===== src/inc/cbc_regs.svh =====
/*
 * Register offsets, field positions, reset values and timing constants of the control bus front end.
 * Assumes a 32-bit register port with byte strobes, addressed by byte offset.
 */
`ifndef CBC_REGS_SVH
`define CBC_REGS_SVH
`define CBC_OFS_CONTROL 8'h00
`define CBC_OFS_CLAIMED 8'h04
`define CBC_OFS_TXPORT 8'h08
`define CBC_OFS_RXPORT 8'h0C
`define CBC_BIT_ACTIVE 0
`define CBC_BIT_SOFTRST 1
`define CBC_BIT_FILTER 2
`define CBC_BIT_OVERRIDE 3
`define CBC_BIT_END_FLAG 8
`define CBC_DATA_HI 7
`define CBC_CONTROL_RESET 4'h0
`define CBC_CLAIMED_RESET 16'h0000
`define CBC_FREE_SHORT 3'h3
`define CBC_FREE_MID 3'h5
`define CBC_FREE_LONG 3'h7
`define CBC_FIFO_DEPTH 16
`define CBC_FIFO_AW 4
`define CBC_FILTER_LEN 2'h3
`endif


===== src/inc/cbc_pkg.sv =====
/*
 * Types of the control bus front end.
 * Assumes cbc_regs.svh for the numeric constants.
 */
package cbc_pkg;
	// One bus block with its end flag
	typedef struct packed {
		logic end_of_message_flag;
		logic [7:0] data;
	} cbc_block_s;
	// Outcome of the last frame, selects the free time
	typedef enum logic [1:0] {
		CBC_LAST_RESET,
		CBC_LAST_OWN_FAIL,
		CBC_LAST_OWN_OK,
		CBC_LAST_OTHER
	} cbc_last_e;
endpackage : cbc_pkg


===== src/rtl/cbc_ctrl_regs.sv =====
/*
 * Control and data-path registers of the single-wire control bus controller.
 * Assumes firmware on a byte-strobed register port, and bit engines outside that report bus idle and frame ends.
 */
`timescale 1ns/1ps
`include "cbc_regs.svh"
// Functional notes
// - Override bit forces free time five once
// - Override clears when bus idle asserts
// - Control bit 2 enables line filtering
// - Soft reset returns all state but read data and line synchroniser/filter flops to default
// - Soft reset bit clears itself next cycle
// - Control bit 0 enables, else lowest power
// - Claimed address is read-only one-hot
// - Header nibbles select initiator/follower address bits
// - Transmit write pushes byte plus end flag
// - End flag one marks last block
// - Transmit register reads back zero
// - Receive read returns oldest entry, flag bit8
// - Receive read when empty is undefined
// - Free time three, five or seven periods
// - Zero claimed address decodes no frames
module cbc_ctrl_regs (
	// Clock and reset
	input wire logic mclk,
	input wire logic nrst,
	// Register port
	input wire logic reg_wr,
	input wire logic reg_rd,
	input wire logic [7:0] reg_addr,
	input wire logic [3:0] reg_be,
	input wire logic [31:0] reg_wdata,
	output logic [31:0] reg_rdata,
	output logic tx_port_ready,
	// Claimed address load from bus engine
	input wire logic claim_load,
	input wire logic [3:0] claim_index,
	input wire logic [7:0] header_byte,
	output logic header_to_us,
	// Bus engine status
	input wire logic bus_idle,
	input wire logic frame_end,
	input wire logic frame_own,
	input wire logic frame_ok,
	input wire logic raw_line,
	// Controls to bus engine
	output logic block_active,
	output logic clock_gate_n,
	output logic engine_reset,
	output logic follower_enable,
	output logic line_filtered,
	output logic [2:0] signal_free_time,
	// Transmit FIFO drain
	output logic tx_valid,
	input wire logic tx_ready,
	output cbc_pkg::cbc_block_s tx_block,
	// Receive FIFO fill
	input wire logic rx_valid,
	output logic rx_ready,
	input wire cbc_pkg::cbc_block_s rx_block,
	output logic receive_fifo_not_empty
);
	logic active, line_filter_enable, free_time_override, soft_reset;
	logic next_active, next_filter, next_override, next_soft_reset;
	logic end_flag_hold, next_end_flag_hold, rx_room;
	logic [2:0] next_free_time;
	logic [15:0] claimed_address_onehot, next_claimed;
	cbc_pkg::cbc_last_e last, next_last;
	logic idle_q, next_idle_q;
	logic line_s1, line_s2, next_line_s1, next_line_s2;
	logic [1:0] flt_cnt, next_flt_cnt;
	logic flt_line, next_flt_line;
	logic [31:0] next_rdata;
	logic ctl_wr, tx_wr, rx_rd, tx_push;
	logic rx_valid_o;
	cbc_pkg::cbc_block_s rx_head, tx_in;

	// Access decode; byte accesses act on the low lane
	always_comb begin
		ctl_wr = 1'b0;
		tx_wr = 1'b0;
		rx_rd = 1'b0;
		if (reg_wr && reg_addr == `CBC_OFS_CONTROL && reg_be[0]) begin
			ctl_wr = 1'b1;
		end else if (reg_wr && reg_addr == `CBC_OFS_TXPORT && reg_be[0]) begin
			tx_wr = 1'b1;
		end
		if (reg_rd && reg_addr == `CBC_OFS_RXPORT && reg_be[0]) begin
			rx_rd = 1'b1;
		end
	end

	// Transmit entry; a low-lane-only write takes the flag held from the upper-lane write
	always_comb begin
		next_end_flag_hold = end_flag_hold;
		tx_in.data = reg_wdata[`CBC_DATA_HI:0];
		if (reg_be[1]) begin
			tx_in.end_of_message_flag = reg_wdata[`CBC_BIT_END_FLAG];
		end else begin
			tx_in.end_of_message_flag = end_flag_hold;
		end
		if (soft_reset) begin
			next_end_flag_hold = 1'b0;
		end else if (reg_wr && reg_addr == `CBC_OFS_TXPORT && reg_be[1]) begin
			next_end_flag_hold = reg_wdata[`CBC_BIT_END_FLAG];
		end
		tx_push = tx_wr && block_active;
	end

	// Held end flag, kept until the next upper-lane write or a soft reset
	always_ff @(posedge mclk or negedge nrst) begin
		if (!nrst) begin
			end_flag_hold <= 1'b0;
		end else begin
			end_flag_hold <= next_end_flag_hold;
		end
	end

	// Control state next values
	always_comb begin
		next_active = active;
		next_filter = line_filter_enable;
		next_override = free_time_override;
		next_soft_reset = 1'b0;
		next_idle_q = bus_idle;
		next_last = last;
		next_claimed = claimed_address_onehot;
		if (soft_reset) begin
			next_active = 1'b0;
			next_filter = 1'b0;
			next_override = 1'b0;
			next_idle_q = 1'b1;
			next_last = cbc_pkg::CBC_LAST_RESET;
			next_claimed = `CBC_CLAIMED_RESET;
		end else begin
			// Idle rising edge ends the one-shot
			if (bus_idle && !idle_q) begin
				next_override = 1'b0;
			end
			// A write landing on the idle edge still arms it
			if (ctl_wr) begin
				next_active = reg_wdata[`CBC_BIT_ACTIVE];
				next_filter = reg_wdata[`CBC_BIT_FILTER];
				next_soft_reset = reg_wdata[`CBC_BIT_SOFTRST];
				if (reg_wdata[`CBC_BIT_OVERRIDE]) begin
					next_override = 1'b1;
				end
			end
			if (frame_end) begin
				if (!frame_own) begin
					next_last = cbc_pkg::CBC_LAST_OTHER;
				end else if (frame_ok) begin
					next_last = cbc_pkg::CBC_LAST_OWN_OK;
				end else begin
					next_last = cbc_pkg::CBC_LAST_OWN_FAIL;
				end
			end
			if (claim_load) begin
				next_claimed = 16'h0001 << claim_index;
			end
		end
	end

	// Control state registers
	always_ff @(posedge mclk or negedge nrst) begin
		if (!nrst) begin
			active <= 1'b0;
			line_filter_enable <= 1'b0;
			free_time_override <= 1'b0;
			soft_reset <= 1'b0;
			idle_q <= 1'b1;
			last <= cbc_pkg::CBC_LAST_RESET;
			claimed_address_onehot <= `CBC_CLAIMED_RESET;
		end else begin
			active <= next_active;
			line_filter_enable <= next_filter;
			free_time_override <= next_override;
			soft_reset <= next_soft_reset;
			idle_q <= next_idle_q;
			last <= next_last;
			claimed_address_onehot <= next_claimed;
		end
	end

	// Free time selection and engine controls
	always_comb begin
		case (last)
			cbc_pkg::CBC_LAST_OWN_FAIL: next_free_time = `CBC_FREE_SHORT;
			cbc_pkg::CBC_LAST_OWN_OK: next_free_time = `CBC_FREE_LONG;
			default: next_free_time = `CBC_FREE_MID;
		endcase
		if (free_time_override) begin
			next_free_time = `CBC_FREE_MID;
		end
		block_active = active;
		clock_gate_n = active;
		engine_reset = soft_reset;
		follower_enable = active && (claimed_address_onehot != '0);
		header_to_us = follower_enable && (claimed_address_onehot[header_byte[3:0]]
			|| claimed_address_onehot[header_byte[7:4]]);
	end

	// Free time register, so the engine sees a flop output
	always_ff @(posedge mclk or negedge nrst) begin
		if (!nrst) begin
			signal_free_time <= `CBC_FREE_MID;
		end else begin
			signal_free_time <= next_free_time;
		end
	end

	// Line synchroniser and glitch filter
	always_comb begin
		next_line_s1 = raw_line;
		next_line_s2 = line_s1;
		next_flt_cnt = flt_cnt;
		next_flt_line = flt_line;
		if (!line_filter_enable) begin
			next_flt_line = line_s2;
			next_flt_cnt = '0;
		end else if (line_s2 == flt_line) begin
			next_flt_cnt = '0;
		end else if (flt_cnt == `CBC_FILTER_LEN) begin
			next_flt_line = line_s2;
			next_flt_cnt = '0;
		end else begin
			next_flt_cnt = flt_cnt + 2'h1;
		end
		line_filtered = flt_line;
	end

	// Filter registers
	always_ff @(posedge mclk or negedge nrst) begin
		if (!nrst) begin
			line_s1 <= 1'b1;
			line_s2 <= 1'b1;
			flt_cnt <= '0;
			flt_line <= 1'b1;
		end else begin
			line_s1 <= next_line_s1;
			line_s2 <= next_line_s2;
			flt_cnt <= next_flt_cnt;
			flt_line <= next_flt_line;
		end
	end

	// Transmit FIFO, drained by the initiator engine
	cbc_fifo #(.WIDTH(9), .DEPTH(`CBC_FIFO_DEPTH), .AW(`CBC_FIFO_AW)) u_tx_fifo (
		.mclk(mclk),
		.nrst(nrst),
		.flush(soft_reset),
		.in_valid(tx_push),
		.in_ready(tx_port_ready),
		.in_data(tx_in),
		.out_valid(tx_valid),
		.out_ready(tx_ready),
		.out_data(tx_block)
	);

	// Receive FIFO, drained by register reads
	cbc_fifo #(.WIDTH(9), .DEPTH(`CBC_FIFO_DEPTH), .AW(`CBC_FIFO_AW)) u_rx_fifo (
		.mclk(mclk),
		.nrst(nrst),
		.flush(soft_reset),
		.in_valid(rx_valid && active),
		.in_ready(rx_room),
		.in_data(rx_block),
		.out_valid(rx_valid_o),
		.out_ready(rx_rd),
		.out_data(rx_head)
	);
	assign receive_fifo_not_empty = rx_valid_o;
	// Far side sees ready only while the block takes blocks
	assign rx_ready = rx_room && active;

	// Read data, registered one cycle after the read strobe
	always_comb begin
		next_rdata = '0;
		if (reg_addr == `CBC_OFS_CONTROL) begin
			next_rdata[`CBC_BIT_OVERRIDE] = free_time_override;
			next_rdata[`CBC_BIT_FILTER] = line_filter_enable;
			next_rdata[`CBC_BIT_SOFTRST] = soft_reset;
			next_rdata[`CBC_BIT_ACTIVE] = active;
		end else if (reg_addr == `CBC_OFS_CLAIMED) begin
			next_rdata[15:0] = claimed_address_onehot;
		end else if (reg_addr == `CBC_OFS_TXPORT) begin
			next_rdata = '0;
		end else if (reg_addr == `CBC_OFS_RXPORT) begin
			next_rdata[8:0] = rx_head;
		end
		if (!reg_rd) begin
			next_rdata = reg_rdata;
		end
	end

	// Read data register
	always_ff @(posedge mclk or negedge nrst) begin
		if (!nrst) begin
			reg_rdata <= '0;
		end else begin
			reg_rdata <= next_rdata;
		end
	end
endmodule : cbc_ctrl_regs


===== src/rtl/cbc_fifo.sv =====
/*
 * Parameterised synchronous FIFO with valid/ready on both sides.
 * Assumes one clock and an asynchronous active-low reset plus a synchronous flush.
 */
`timescale 1ns/1ps
module cbc_fifo #(
	parameter int WIDTH = 9,
	parameter int DEPTH = 16,
	parameter int AW = 4
) (
	// Clock and reset
	input wire logic mclk,
	input wire logic nrst,
	input wire logic flush,
	// Fill side
	input wire logic in_valid,
	output logic in_ready,
	input wire logic [WIDTH-1:0] in_data,
	// Drain side
	output logic out_valid,
	input wire logic out_ready,
	output logic [WIDTH-1:0] out_data
);
	logic [WIDTH-1:0] mem [DEPTH];
	logic [AW-1:0] wptr, rptr, next_wptr, next_rptr;
	logic [AW:0] count, next_count;
	logic push, pop;

	// Handshakes and pointer updates
	always_comb begin
		in_ready = (count != (AW+1)'(DEPTH));
		out_valid = (count != '0);
		push = in_valid && in_ready;
		pop = out_valid && out_ready;
		next_wptr = flush ? '0 : wptr + AW'(push);
		next_rptr = flush ? '0 : rptr + AW'(pop);
		next_count = flush ? '0 : count + (AW+1)'(push) - (AW+1)'(pop);
		out_data = mem[rptr];
	end

	// Pointer registers
	always_ff @(posedge mclk or negedge nrst) begin
		if (!nrst) begin
			wptr <= '0;
			rptr <= '0;
			count <= '0;
		end else begin
			wptr <= next_wptr;
			rptr <= next_rptr;
			count <= next_count;
		end
	end

	// Storage array
	always_ff @(posedge mclk) begin
		if (push) begin
			mem[wptr] <= in_data;
		end
	end
endmodule : cbc_fifo

===== config.mk =====
export PLATFORM = sky130hd
export DESIGN_NAME = cbc_ctrl_regs
export DESIGN_NICKNAME = d
export VERILOG_FILES = /design/src/inc/cbc_pkg.sv /design/src/rtl/cbc_ctrl_regs.sv /design/src/rtl/cbc_fifo.sv
export VERILOG_INCLUDE_DIRS = /design/src /design/src/inc
export SDC_FILE = /design/constraint.sdc
export NUM_CORES = 1
export LEC_CHECK = 0
export ABC_AREA = 1
export BUFFER_PORTS_ARGS = -buffer_cell sky130_fd_sc_hd__clkbuf_2
export CORE_MARGIN = 3
export CORE_UTILIZATION = 60
export DETAILED_ROUTE_END_ITERATION = 8
export HOLD_SLACK_MARGIN = 0.05
export PLACE_DENSITY = 0.83
export SETUP_SLACK_MARGIN = 0.4
export SLEW_MARGIN = 40
export SYNTH_ARGS = -nofsm -noshare
export SYNTH_HDL_FRONTEND = slang
export SYNTH_SLANG_ARGS = --single-unit

===== constraint.sdc =====
create_clock -name mclk -period 5.55 [get_ports mclk]
set_input_delay 0.8325 -clock mclk [delete_from_list [all_inputs] [get_ports mclk]]
set_output_delay 0.8325 -clock mclk [all_outputs]
set_load 0.02 [all_outputs]

==> results of run 1 <==
## state kept, by name (all words and copies together), names as in the netlist, 2 cells and up
signal / cells
u_rx_fifo.mem: 144
u_tx_fifo.mem: 144
claimed_address_onehot: 16
reg_rdata: 16
u_rx_fifo.count: 5
u_tx_fifo.count: 5
u_rx_fifo.rptr: 4
u_rx_fifo.wptr: 4
u_tx_fifo.rptr: 4
u_tx_fifo.wptr: 4
flt_cnt: 2
last: 2
signal_free_time: 2
## cells in the mapped netlist (2+ instances only)
master    count  area [µm²]
dfrtp_1      68        1700
nand3_2       7        70.1
conb_1        2        7.51
inv_1        97         364
nand2_2       2        12.5
a31oi_1       8        50.1
xnor2_1       4        35.0
o221ai_1     30         263
nor2_1      188         706
a21oi_1      44         220
nor3_1        2        10.0
fa_1          2        40.0
xor2_1        2        17.5
buf_6         2        22.5
nor2_2        5        31.3
nor2_4        2        22.5
buf_1         3        11.3
clkbuf_1     29         109
buf_2        22         110
edfxtp_1    288        8650
nand2_1     203         762
buf_4        26         195
nand4_1      10        62.6
ha_1         22         275
nand3b_1      2        15.0
o22ai_1      27         169
o21ai_0     104         521
dfstp_2       5         131
a211oi_1      2        15.0
nand3_1      89         445
o21ai_1      36         180
inv_2         8        30.0
o211ai_1     17         128
or2_2         3        18.8
## power groups by stage
stage / clock (µW) / sequential [µW] / combinational (µW)
6_report: 2240 / 3230 / 1700
4_1_cts: 2260 / 3230 / 1670
2_1_floorplan: 0 / 3260 / 1180
3_5_place_dp: 0 / 3280 / 1650
5_1_grt: 2370 / 3250 / 1880
3_3_place_gp: 0 / 3270 / 1570
## routing by layer
| layer | routed length (µm) | part of all wire, % | global-route usage, % | up-vias |
|---|---|---|---|---|
| li1 | - | - | - | 4905 |
| met1 | 13100 | 38 | 31.5 | 5144 |
| met2 | 17300 | 50 | 41.1 | 591 |
| met3 | 3050 | 8.7 | 3.96 | 120 |
| met4 | 1380 | 3.9 | 11.7 | 0 |
| met5 | 0 | 0 | 0 | - |
## path summary, 6_finish.rpt
check	from	end	slack, ps
worst max-delay path	u_tx_fifo.rptr[1]	tx_block[1]	1990
worst min-delay path	nrst	reg_rdata[13]	330
worst max register to register	u_rx_fifo.count[3]	u_rx_fifo.count[4]	2950
worst min register to register	line_s1	line_s2	350
max in group asynchronous	nrst	u_tx_fifo.rptr[0]	4720
min in group mclk	line_s1	line_s2	350
## cell usage in the layout (no fill, tap or decap), types with 7 or more instances in the layout
| cell type | n |
|---|---|
| dfrtp_1 | 66 |
| a31oi_1 | 8 |
| a21oi_1 | 44 |
| conb_1 | 17 |
| clkbuf_16 | 36 |
| nand2_1 | 203 |
| o21ai_0 | 104 |
| edfxtp_1 | 288 |
| o221ai_1 | 30 |
| buf_4 | 7 |
| nand3_2 | 7 |
| nand3_1 | 89 |
| o211ai_1 | 17 |
| clkbuf_1 | 10 |
| inv_2 | 7 |
| nor2_2 | 34 |
| ha_1 | 22 |
| nand4_1 | 10 |
| o22ai_1 | 27 |
| inv_1 | 96 |
| clkbuf_2 | 87 |
| o21ai_1 | 36 |
| nor2_1 | 159 |
## worst max-delay path, stage by stage (launching register included)
cell	delay [ps]
dfrtp_1	370
buf_4	260
inv_2	520
o21ai_0	260
o221ai_1	250
o211ai_1	170
nand2_1	160
clkbuf_2	180
## kinds of logic (layout without fill, tap and decap cells)
family          Yosys count  after routing  share of synthesized area (%)
simple gates            517            517                           14.2
flops                   361            361                           67.7
compound gates          269            269                           10.0
buf+inv                 189            262                           5.50
fa+ha+maj                24             24                           2.04
xor+xnor                  6              6                          0.340
other cells               2             17                         0.0485
mux                       1              1                         0.0728
## through the flow
step	utilization [%]	std cells	setup slack, ps	cell area [µm²]	hold slack, ps
after floorplan	-	1384	2820	15500	345
after global placement	63.3	1727	2320	16000	347
after detailed placement	63.4	1727	2410	16000	348
after CTS	67.7	1787	2080	17100	356
after global routing	67.9	1787	1930	17100	367
final	67.9	1787	1990	17100	334
## area by class of cell
type	count	share of cell area [%]
sequential	361	61.2
multi-input combinational	834	24.9
clock buffer	49	5.71
timing repair buffer	95	2.91
tap	330	2.41
inverter	107	2.38
clock inverter	11	0.533
==> metrics.md, run 1 <==
| Metric | Value |
|---|---|
| Via Count | `between 10000 and 15000` |
| Worst Path Arrival | `2730 ps` |
| Drt pass-1 iters | `6` |
| Layout cells sized above 1 | `14.5%` |
| Ys flop type | `edfxtp_1` |
| Final clock skew | `about 21 ps` |
| Clk root buf | `clkbuf_16` |
| CP Max Fanout | `39` |
| Post-synth ARST share | `between 20 and 25%` |
| Port bufs | `slightly below 90` |
| # rows | `slightly below 60` |
| Fin crit share | `between 60% and 70%` |
| 1st-iter DRT viols | `1210` |
| Clk buf depth | `3` |
| Slew HR | `42.9%` |
| Actual transition at the worst max-transition pin | `853 ps` |
| Post-route antenna net violation count | `0` |
| Yosys warnings | `0` |
| Status | `finished, final reports clean` |
| Slew Limit Fails | `0` |
| Combinational share of power | `23.7%` |
| Overall die width | `between 150 and 200 µm` |
| Setup TNS | `0 ps` |
| Syn Area/Cell | `approximately 11 µm²` |
| Nets | `1536` |
| CTS tree | `built` |
| Design Power | `between 7000 and 8000 µW` |
| Clk_lat worst skew | `between 500 and 600 ps` |
| GR Overflow Total | `0` |
| RSZ-0062 raised after global routing | `false` |
| Largest net degree at the start of global routing | `76` |
| Critical Path Start Type | `flip-flop` |
| Fmax | `~280 MHz` |
| Int Power | `4920 µW` |
| Hold-fix buffers, CTS | `0` |
| Inserted Clock Buffers | `36` |
| Syn Std Cell Area | `~15000 µm²` |
| Routed WL per cell | `approximately 20 µm` |
| Reg clk slew, reported paths | `approximately 60 ps` |
| Die Y | `roughly 170 µm` |
| I/O Pins | `between 100 and 150` |
| Min Clock Period, post-route | `roughly 3600 ps` |
| Clock Power Share | `between 30 and 40%` |
| GP Congestion | `0.890` |
| Gr usage total | `between 20% and 30%` |
| Initial Util | `between 60% and 70%` |
| Cell Pwr Density | `approximately 420 nW/µm²` |
| Max-Cap Viols | `0` |
| Final hold viol count | `0` |
| First-pass GRT wire length | `between 50 and 60 mm` |
| Synth cell types | `between 40 and 50` |
| Sequential fraction of the synthesis area | `67.7%` |
| Req. time, crit path | `about 4700 ps` |
| Postcts setup bufs | `0` |
| Fillers | `1767` |
| CP Capture Type | `primary output` |
| Number of global-route vias before repair | `roughly 11000` |
| DRC violations left | `0` |
| Layout overhead on the synthesized area | `10.8%` |
| Setup violations, final | `0` |
| VDD IR-drop max | `around 300 µV` |
| Hold Path Class | `in -> async` |
| Seq pwr share | `between 40% and 50%` |
| Initial antenna violation count | `0` |
| H-tree depth | `2` |
| Avg Vias per Cell | `roughly 6.0` |
| DP HPWL | `around 21 mm` |
| Core area | `25300 µm²` |
| P_sw | `2250 µW` |
| Footprint of the multi-input gates | `4270 µm²` |
| Clock sink count | `between 300 and 400` |
| DRT Wirelength | `34.9 mm` |
| Cts repair resizes | `0` |
| WS Path Type | `reg -> out` |
| Sw Ratio | `a little under a third` |
| Static Leakage | `between 0.006 and 0.007 µW` |
| Yosys reg bits | `approximately 360` |
| Register-to-Register Path Depth | `14` |
| Ant diodes | `0` |
| EDFF count, synth | `288` |
| Area of all sequential standard cells | `~10000 µm²` |
| Area of the die | `27800 µm²` |
| Synth Instances | `1369` |
(Power assumes the default switching activity.)
==> run 2, diff against run 1 <==
==> constraint.sdc (replaced) <==
create_clock -name mclk -period 3.6 [get_ports mclk]
set_input_delay 0.54 -clock mclk [delete_from_list [all_inputs] [get_ports mclk]]
set_output_delay 0.54 -clock mclk [all_outputs]
set_load 0.02 [all_outputs]
==> run 2 against run 1 <==
Non-clock buffer count increased by 15. Core utilization increased by 0.35 points. Sequential power increased by 56%. Critical endpoint is now tx_block[3]. First-iteration DRC count decreased by 0.17%. Routed wire length increased by 2.5%. Sequential share of layout area decreased by 0.30 points. Final cell count increased by 1.1%. Clock skew decreased by 2.5 ps. Combinational power increased by 56%. Count of clock-buffer cells in the layout increased by 2. Die area unchanged.
==> metrics.md, run 2 (same netlist as run 1, synthesis figures left out) <==
| Metric | Value |
|---|---|
| Cell Pwr Density | `645 nW/µm² (+54%)` |
| Critical Path Start Type | `flip-flop` |
| Sw Ratio | `31.8% (+0.45 points)` |
| Layout cells sized above 1 | `14.4% (-0.051 points)` |
| Layout overhead on the synthesized area | `11.4%` |
| Seq pwr share | `45.3% (+0.2 points)` |
| Initial Util | `61.3% (unchanged)` |
| # rows | `58 (unchanged)` |
| Final setup margin | `576 ps (-1410 ps)` |
| Min Clock Period, post-route | `3020 ps` |
| Static Leakage | `0.00669 µW (+0.83%)` |
| Clk buf depth | `3 (unchanged)` |
| Clk_lat worst skew | `520 ps (about the same)` |
| R2R Path Start | `u_tx_fifo.count[2]` |
| Fmax | `331 MHz` |
| Port bufs | `88 (unchanged)` |
| Gr usage total | `25.3% (+0.84 points)` |
| Register-to-Register Path Depth | `14 (unchanged)` |
| Reg clk slew, reported paths | `60 ps (about the same)` |
| Fin crit share | `between 80% and 90%` |
| Inserted Clock Buffers | `36 (unchanged)` |
| Req. time, crit path | `3060 ps (-1660 ps)` |
| Placed cells | `1742 (+0.87%)` |
| Int Power | `7580 µW (+54%)` |
| Actual transition at the worst max-transition pin | `859 ps (+5.57 ps)` |
| H-tree depth | `2 (unchanged)` |
| Slew Limit Fails | `0 (unchanged)` |
| Clk root buf | `clkbuf_16` |
| P_sw | `3540 µW (+57%)` |
| Via Count | `10800 (+0.13%)` |
| Drt pass-1 iters | `6 (unchanged)` |
| Critical path's largest stage delay | `610 ps (+90 ps)` |
| WS Path Type | `reg -> out` |
| Hold-fix buffers, CTS | `0 (unchanged)` |
| Core area | `25300 µm² (unchanged)` |
| Routed WL per cell | `19.8 µm (+1.5%)` |
| Number of global-route vias before repair | `10700 (+0.019%)` |
| Overall die width | `167 µm (unchanged)` |
| CTS tree | `built` |
| Reg2reg setup slack | `1020 ps (-1930 ps)` |
| Commonest non-fill, non-tap cells in the layout | `edfxtp_1, nand2_1, nor2_1` |
| Initial antenna violation count | `0 (unchanged)` |
| Status | `finished, final reports clean` |
| Avg Vias per Cell | `5.97 (-0.92%)` |
| I/O Pins | `131 (unchanged)` |
| Final clock skew | `18.4 ps (-2.46 ps)` |
| R2r endpoint | `u_tx_fifo.count[4]` |
| Slowest CP cell | `dfrtp_4` |
| CP Max Fanout | `25 (-36%)` |
| DRT Wirelength | `35.8 mm (+2.5%)` |
| Max-Cap Viols | `0 (unchanged)` |
| Die Y | `167 µm (unchanged)` |
| Slew HR | `42.5% (-0.37 points)` |
| Clock Power Share | `30.8% (-0.5 points)` |
| RSZ-0062 raised after global routing | `false` |
| VDD IR-drop max | `640 µV (+110%)` |
| Worst Path Arrival | `2480 ps (-250 ps)` |
| CP Capture Type | `primary output` |
| Worst path cell trace | `inv_4 > buf_4 > o21ai_0 > o221ai_2 > nand3_1 > nand2_1 > clkbuf_2` |
| Final hold viol count | `0 (unchanged)` |
| Final Cell Area | `17200 µm² (+0.52%)` |
| Hold Path Class | `in -> async` |
| GP Congestion | `0.898 (+0.93%)` |
| GR Overflow Total | `0 (unchanged)` |
| Area after DPL | `16100 µm² (+0.55%)` |
| Clock sink count | `361 (unchanged)` |
| Setup violations, final | `0 (unchanged)` |
| Ant diodes | `0 (unchanged)` |
| Post-route antenna net violation count | `0 (unchanged)` |
| DRC violations left | `0 (unchanged)` |
| DP HPWL | `22.2 mm (+3.8%)` |
| Largest registers | `u_rx_fifo.mem (144), u_tx_fifo.mem (144)` |
| Most common cell after layout, fill and taps aside | `edfxtp_1` |
| Setup TNS | `0 ps (unchanged)` |
| Area of the die | `27800 µm² (unchanged)` |
| Combinational share of power | `24.0% (+0.3 points)` |
| Largest net degree at the start of global routing | `76 (unchanged)` |
| 1st-iter DRT viols | `1208 (-0.17%)` |
| DP Worst Slack | `702 ps (-1710 ps)` |
| Nets | `1551 (+0.98%)` |
| Min Hold Slack | `48.1 ps (-285 ps)` |
| Finished Layout Cells | `1806 (+1.1%)` |
| First-pass GRT wire length | `55.7 mm (+2.8%)` |
[run 2: cell type report]
class | count | area (µm²)
flip-flops and latches | 361 | 10500
clock inverters | 13 | 98.8
well taps | 330 | 413
inverters | 107 | 409
fillers | 1749 | 8020
multi-input cells | 834 | 4250
clock buffers | 51 | 957
repair buffers | 110 | 616
[run 2: per-stage QoR]
step / total power (µW) / utilization [%]
global placement: 7520 / 63.8
detailed placement: 7660 / 63.8
floorplan: 6840 / -
global route: 11600 / 68.2
CTS: 11100 / 68.0
finish: 11100 / 68.2
[run 2: how the worst max path moves through the flow]
stage	cells after the start	to	from	slack, ps
after floorplan	14	u_rx_fifo.count[4]	u_rx_fifo.count[3]	1090
after global placement	15	u_tx_fifo.count[4]	reg_addr[5]	860
after detailed placement	15	u_tx_fifo.count[4]	reg_addr[5]	700
after CTS	7	tx_block[3]	u_tx_fifo.rptr[1]	430
after global routing	7	tx_block[3]	u_tx_fifo.rptr[0]	400
final	7	tx_block[3]	u_tx_fifo.rptr[0]	580
[run 2: timing repair]
| action | 4_1_cts | 5_1_grt |
|---|---|---|
| buffers inserted | 0 | 0 |
| gates resized for setup | 1 | 4 |
| setup endpoints to repair | 1 | 8 |
[run 2: worst max-delay path: cells and delay by family, from the launching register on]
family                 cells  cell delay, ps
and+or+nand+nor            2             330
DFF                        1             610
AOI/OAI and AO/OA          2             360
buffers and inverters      3             670
[run 2: per-layer routing]
metal  global-route usage, %  vias up  part of all wire (%)
li1                        -     4943                     -
met1                    33.1     5183                    38
met2                    42.2      557                    49
met3                    5.29       91                   9.1
met4                    9.83        0                   3.5
met5                       0        -                     0
[run 2: power by group through the flow]
stage	Clock (µW)	Combinational, µW	Sequential, µW
CTS	3450	2610	5020
finish	3420	2660	5030
floorplan	0	1820	5020
detailed placement	0	2570	5090
global placement	0	2440	5080
global route	3630	2960	5060
==> run 3, diff against run 2 <==
==> constraint.sdc (replaced) <==
create_clock -name mclk -period 2.9 [get_ports mclk]
set_input_delay 0.435 -clock mclk [delete_from_list [all_inputs] [get_ports mclk]]
set_output_delay 0.435 -clock mclk [all_outputs]
set_load 0.02 [all_outputs]
==> run 3 against run 2 <==
Sequential power increased by 24%. Flip-flop and latch count unchanged. Routed wire length increased by 11%. Worst hold slack improved by 91 ps. Setup slack got worse by 480 ps. Clock skew increased by 4.7 ps. Critical path type unchanged.
==> metrics.md, run 3 (same netlist as run 1, synthesis figures left out) <==
| Metric | Value |
|---|---|
| Finished Layout Cells | `1869 (+3.5%)` |
| Initial Util | `61.3% (unchanged)` |
| CP Capture Type | `primary output` |
| Sw Ratio | `32.8% (+0.93 points)` |
| Commonest non-fill, non-tap cells in the layout | `edfxtp_1, nand2_1, nor2_1` |
| Reg clk slew, reported paths | `60 ps (about the same)` |
| Area after DPL | `16300 µm² (+1.5%)` |
| Combinational share of power | `32.5% (+8.5 points)` |
| GP Congestion | `0.893 (-0.55%)` |
| Int Power | `10600 µW (+40%)` |
| WS Path Type | `reg -> out` |
| RSZ-0062 raised after global routing | `true` |
| Fmax | `about 360 MHz` |
| Layout cells sized above 1 | `21.6% (+7.2 points)` |
| Final clock skew | `23.0 ps (+4.67 ps)` |
| I/O Pins | `131 (unchanged)` |
| Most common cell after layout, fill and taps aside | `edfxtp_1` |
| Worst Path Arrival | `2370 ps (-110 ps)` |
| DP HPWL | `22.3 mm (+0.53%)` |
| Status | `finished, final reports clean` |
| Clk_lat worst skew | `530 ps (about the same)` |
| CTS tree | `built` |
| Largest registers | `u_rx_fifo.mem (144), u_tx_fifo.mem (144)` |
| Fillers | `1549 (-11%)` |
| GR Overflow Total | `0 (unchanged)` |
| Critical Path Start Type | `flip-flop` |
| Cell Pwr Density | `855 nW/µm² (+33%)` |
| Number of global-route vias before repair | `11200 (+4.2%)` |
| Port bufs | `88 (unchanged)` |
| 1st-iter DRT viols | `1411 (+17%)` |
| Setup violations, final | `0 (unchanged)` |
| Final hold viol count | `0 (unchanged)` |
| Final Cell Area | `18400 µm² (+7.0%)` |
| Largest net degree at the start of global routing | `76 (unchanged)` |
| Layout overhead on the synthesized area | `19.2%` |
| Slew HR | `47.6% (+5.1 points)` |
| CP Max Fanout | `16 (-36%)` |
| Actual transition at the worst max-transition pin | `786 ps (-73.1 ps)` |
| Setup TNS | `0 ps (unchanged)` |
| First-pass GRT wire length | `60.1 mm (+7.8%)` |
| Ant diodes | `0 (unchanged)` |
| Nets | `1613 (+4.0%)` |
| Static Leakage | `0.00723 µW (+8.1%)` |
| Post-route antenna net violation count | `0 (unchanged)` |
| Overall die width | `167 µm (unchanged)` |
| Die Y | `167 µm (unchanged)` |
| Fin crit share | `96.6%` |
| DRC violations left | `0 (unchanged)` |
| H-tree depth | `2 (unchanged)` |
| Via Count | `11300 (+4.7%)` |
| Area of the die | `27800 µm² (unchanged)` |
| Hold Path Class | `in -> reg` |
| Gr usage total | `27.4% (+2.1 points)` |
| Placed cells | `1772 (+1.7%)` |
| Core area | `25300 µm² (unchanged)` |
| Drt pass-1 iters | `6 (unchanged)` |
| Routed WL per cell | `21.3 µm (+7.7%)` |
| Avg Vias per Cell | `6.03 (+1.2%)` |
| P_sw | `5160 µW (+46%)` |
| Clock Power Share | `28.0% (-2.8 points)` |
| Clk buf depth | `3 (unchanged)` |
| Seq pwr share | `39.5% (-5.8 points)` |
| VDD IR-drop max | `774 µV (+21%)` |
| Slew Limit Fails | `0 (unchanged)` |
| Clk root buf | `clkbuf_16` |
| DRT Wirelength | `39.9 mm (+11%)` |
| Req. time, crit path | `2470 ps (-590 ps)` |
| # rows | `58 (unchanged)` |
| Min Clock Period, post-route | `roughly 2800 ps` |
| Initial antenna violation count | `0 (unchanged)` |
| Inserted Clock Buffers | `37 (+2.8%)` |
| Max-Cap Viols | `0 (unchanged)` |
| Clock sink count | `361 (unchanged)` |
run 3: power groups by stage:
stage          logic [µW]  registers [µW]  clock network (µW)
3_3_place_gp         3130            6260                   0
6_report             5120            6220                4420
3_5_place_dp         3300            6280                   0
4_1_cts              4520            6200                4400
2_1_floorplan        2260            6230                   0
5_1_grt              5460            6250                4660
run 3: layer usage:
metal,wire length (µm),track usage (%)
met4,1550,10.3
met5,0,0
met3,3350,4.56
met1,14600,35.3
met2,20400,47.2
run 3: cell type report:
type | count | area, µm² | area share (%)
inverter | 107 | 418 | 2.27
timing repair buffer | 170 | 1490 | 8.07
clock inverter | 19 | 106 | 0.577
multi-input combinational | 834 | 4520 | 24.5
tap | 330 | 413 | 2.24
clock buffer | 47 | 1000 | 5.45
sequential | 361 | 10500 | 56.9
timing repair inverter | 1 | 6.26 | 0.0339
run 3: path summary, 6_finish.rpt:
kind,start,end,slack [ps],cells past startpoint
max in group asynchronous,nrst,line_filtered,1820,3
max reg2reg,u_rx_fifo.count[2],u_rx_fifo.count[4],500,14
min,bus_idle,idle_q,140,3
min in group asynchronous,nrst,reg_rdata[9],480,2
max,u_tx_fifo.rptr[0],tx_block[2],100,8
min reg2reg,line_s1,line_s2,360,0
run 3: stage by stage:
step	hold WS (ps)	setup WS [ps]	power (µW)	util [%]
4_1_cts	129	342	15100	71.8
5_1_grt	141	33.0	16400	73.0
3_5_place_dp	351	277	9580	64.7
2_1_floorplan	139	422	8500	-
3_3_place_gp	347	332	9390	64.7
6_report	139	98.7	15800	73.0
run 3: timing repair:
item,CTS,global route
setup endpoints to repair,10,11
pin swaps,38,34
buffers inserted,9,8
hold buffers,2,0
hold endpoints to repair,69,0
gates cloned,10,2
gates resized for setup,91,62
run 3: worst max-delay path, stage by stage, from the launching register on:
cell      delay (ps)
dfrtp_4          480
inv_8             60
buf_4            140
buf_12           140
o21ai_0          360
o221ai_1         240
o211ai_1         160
nand2_2          120
buf_8            140
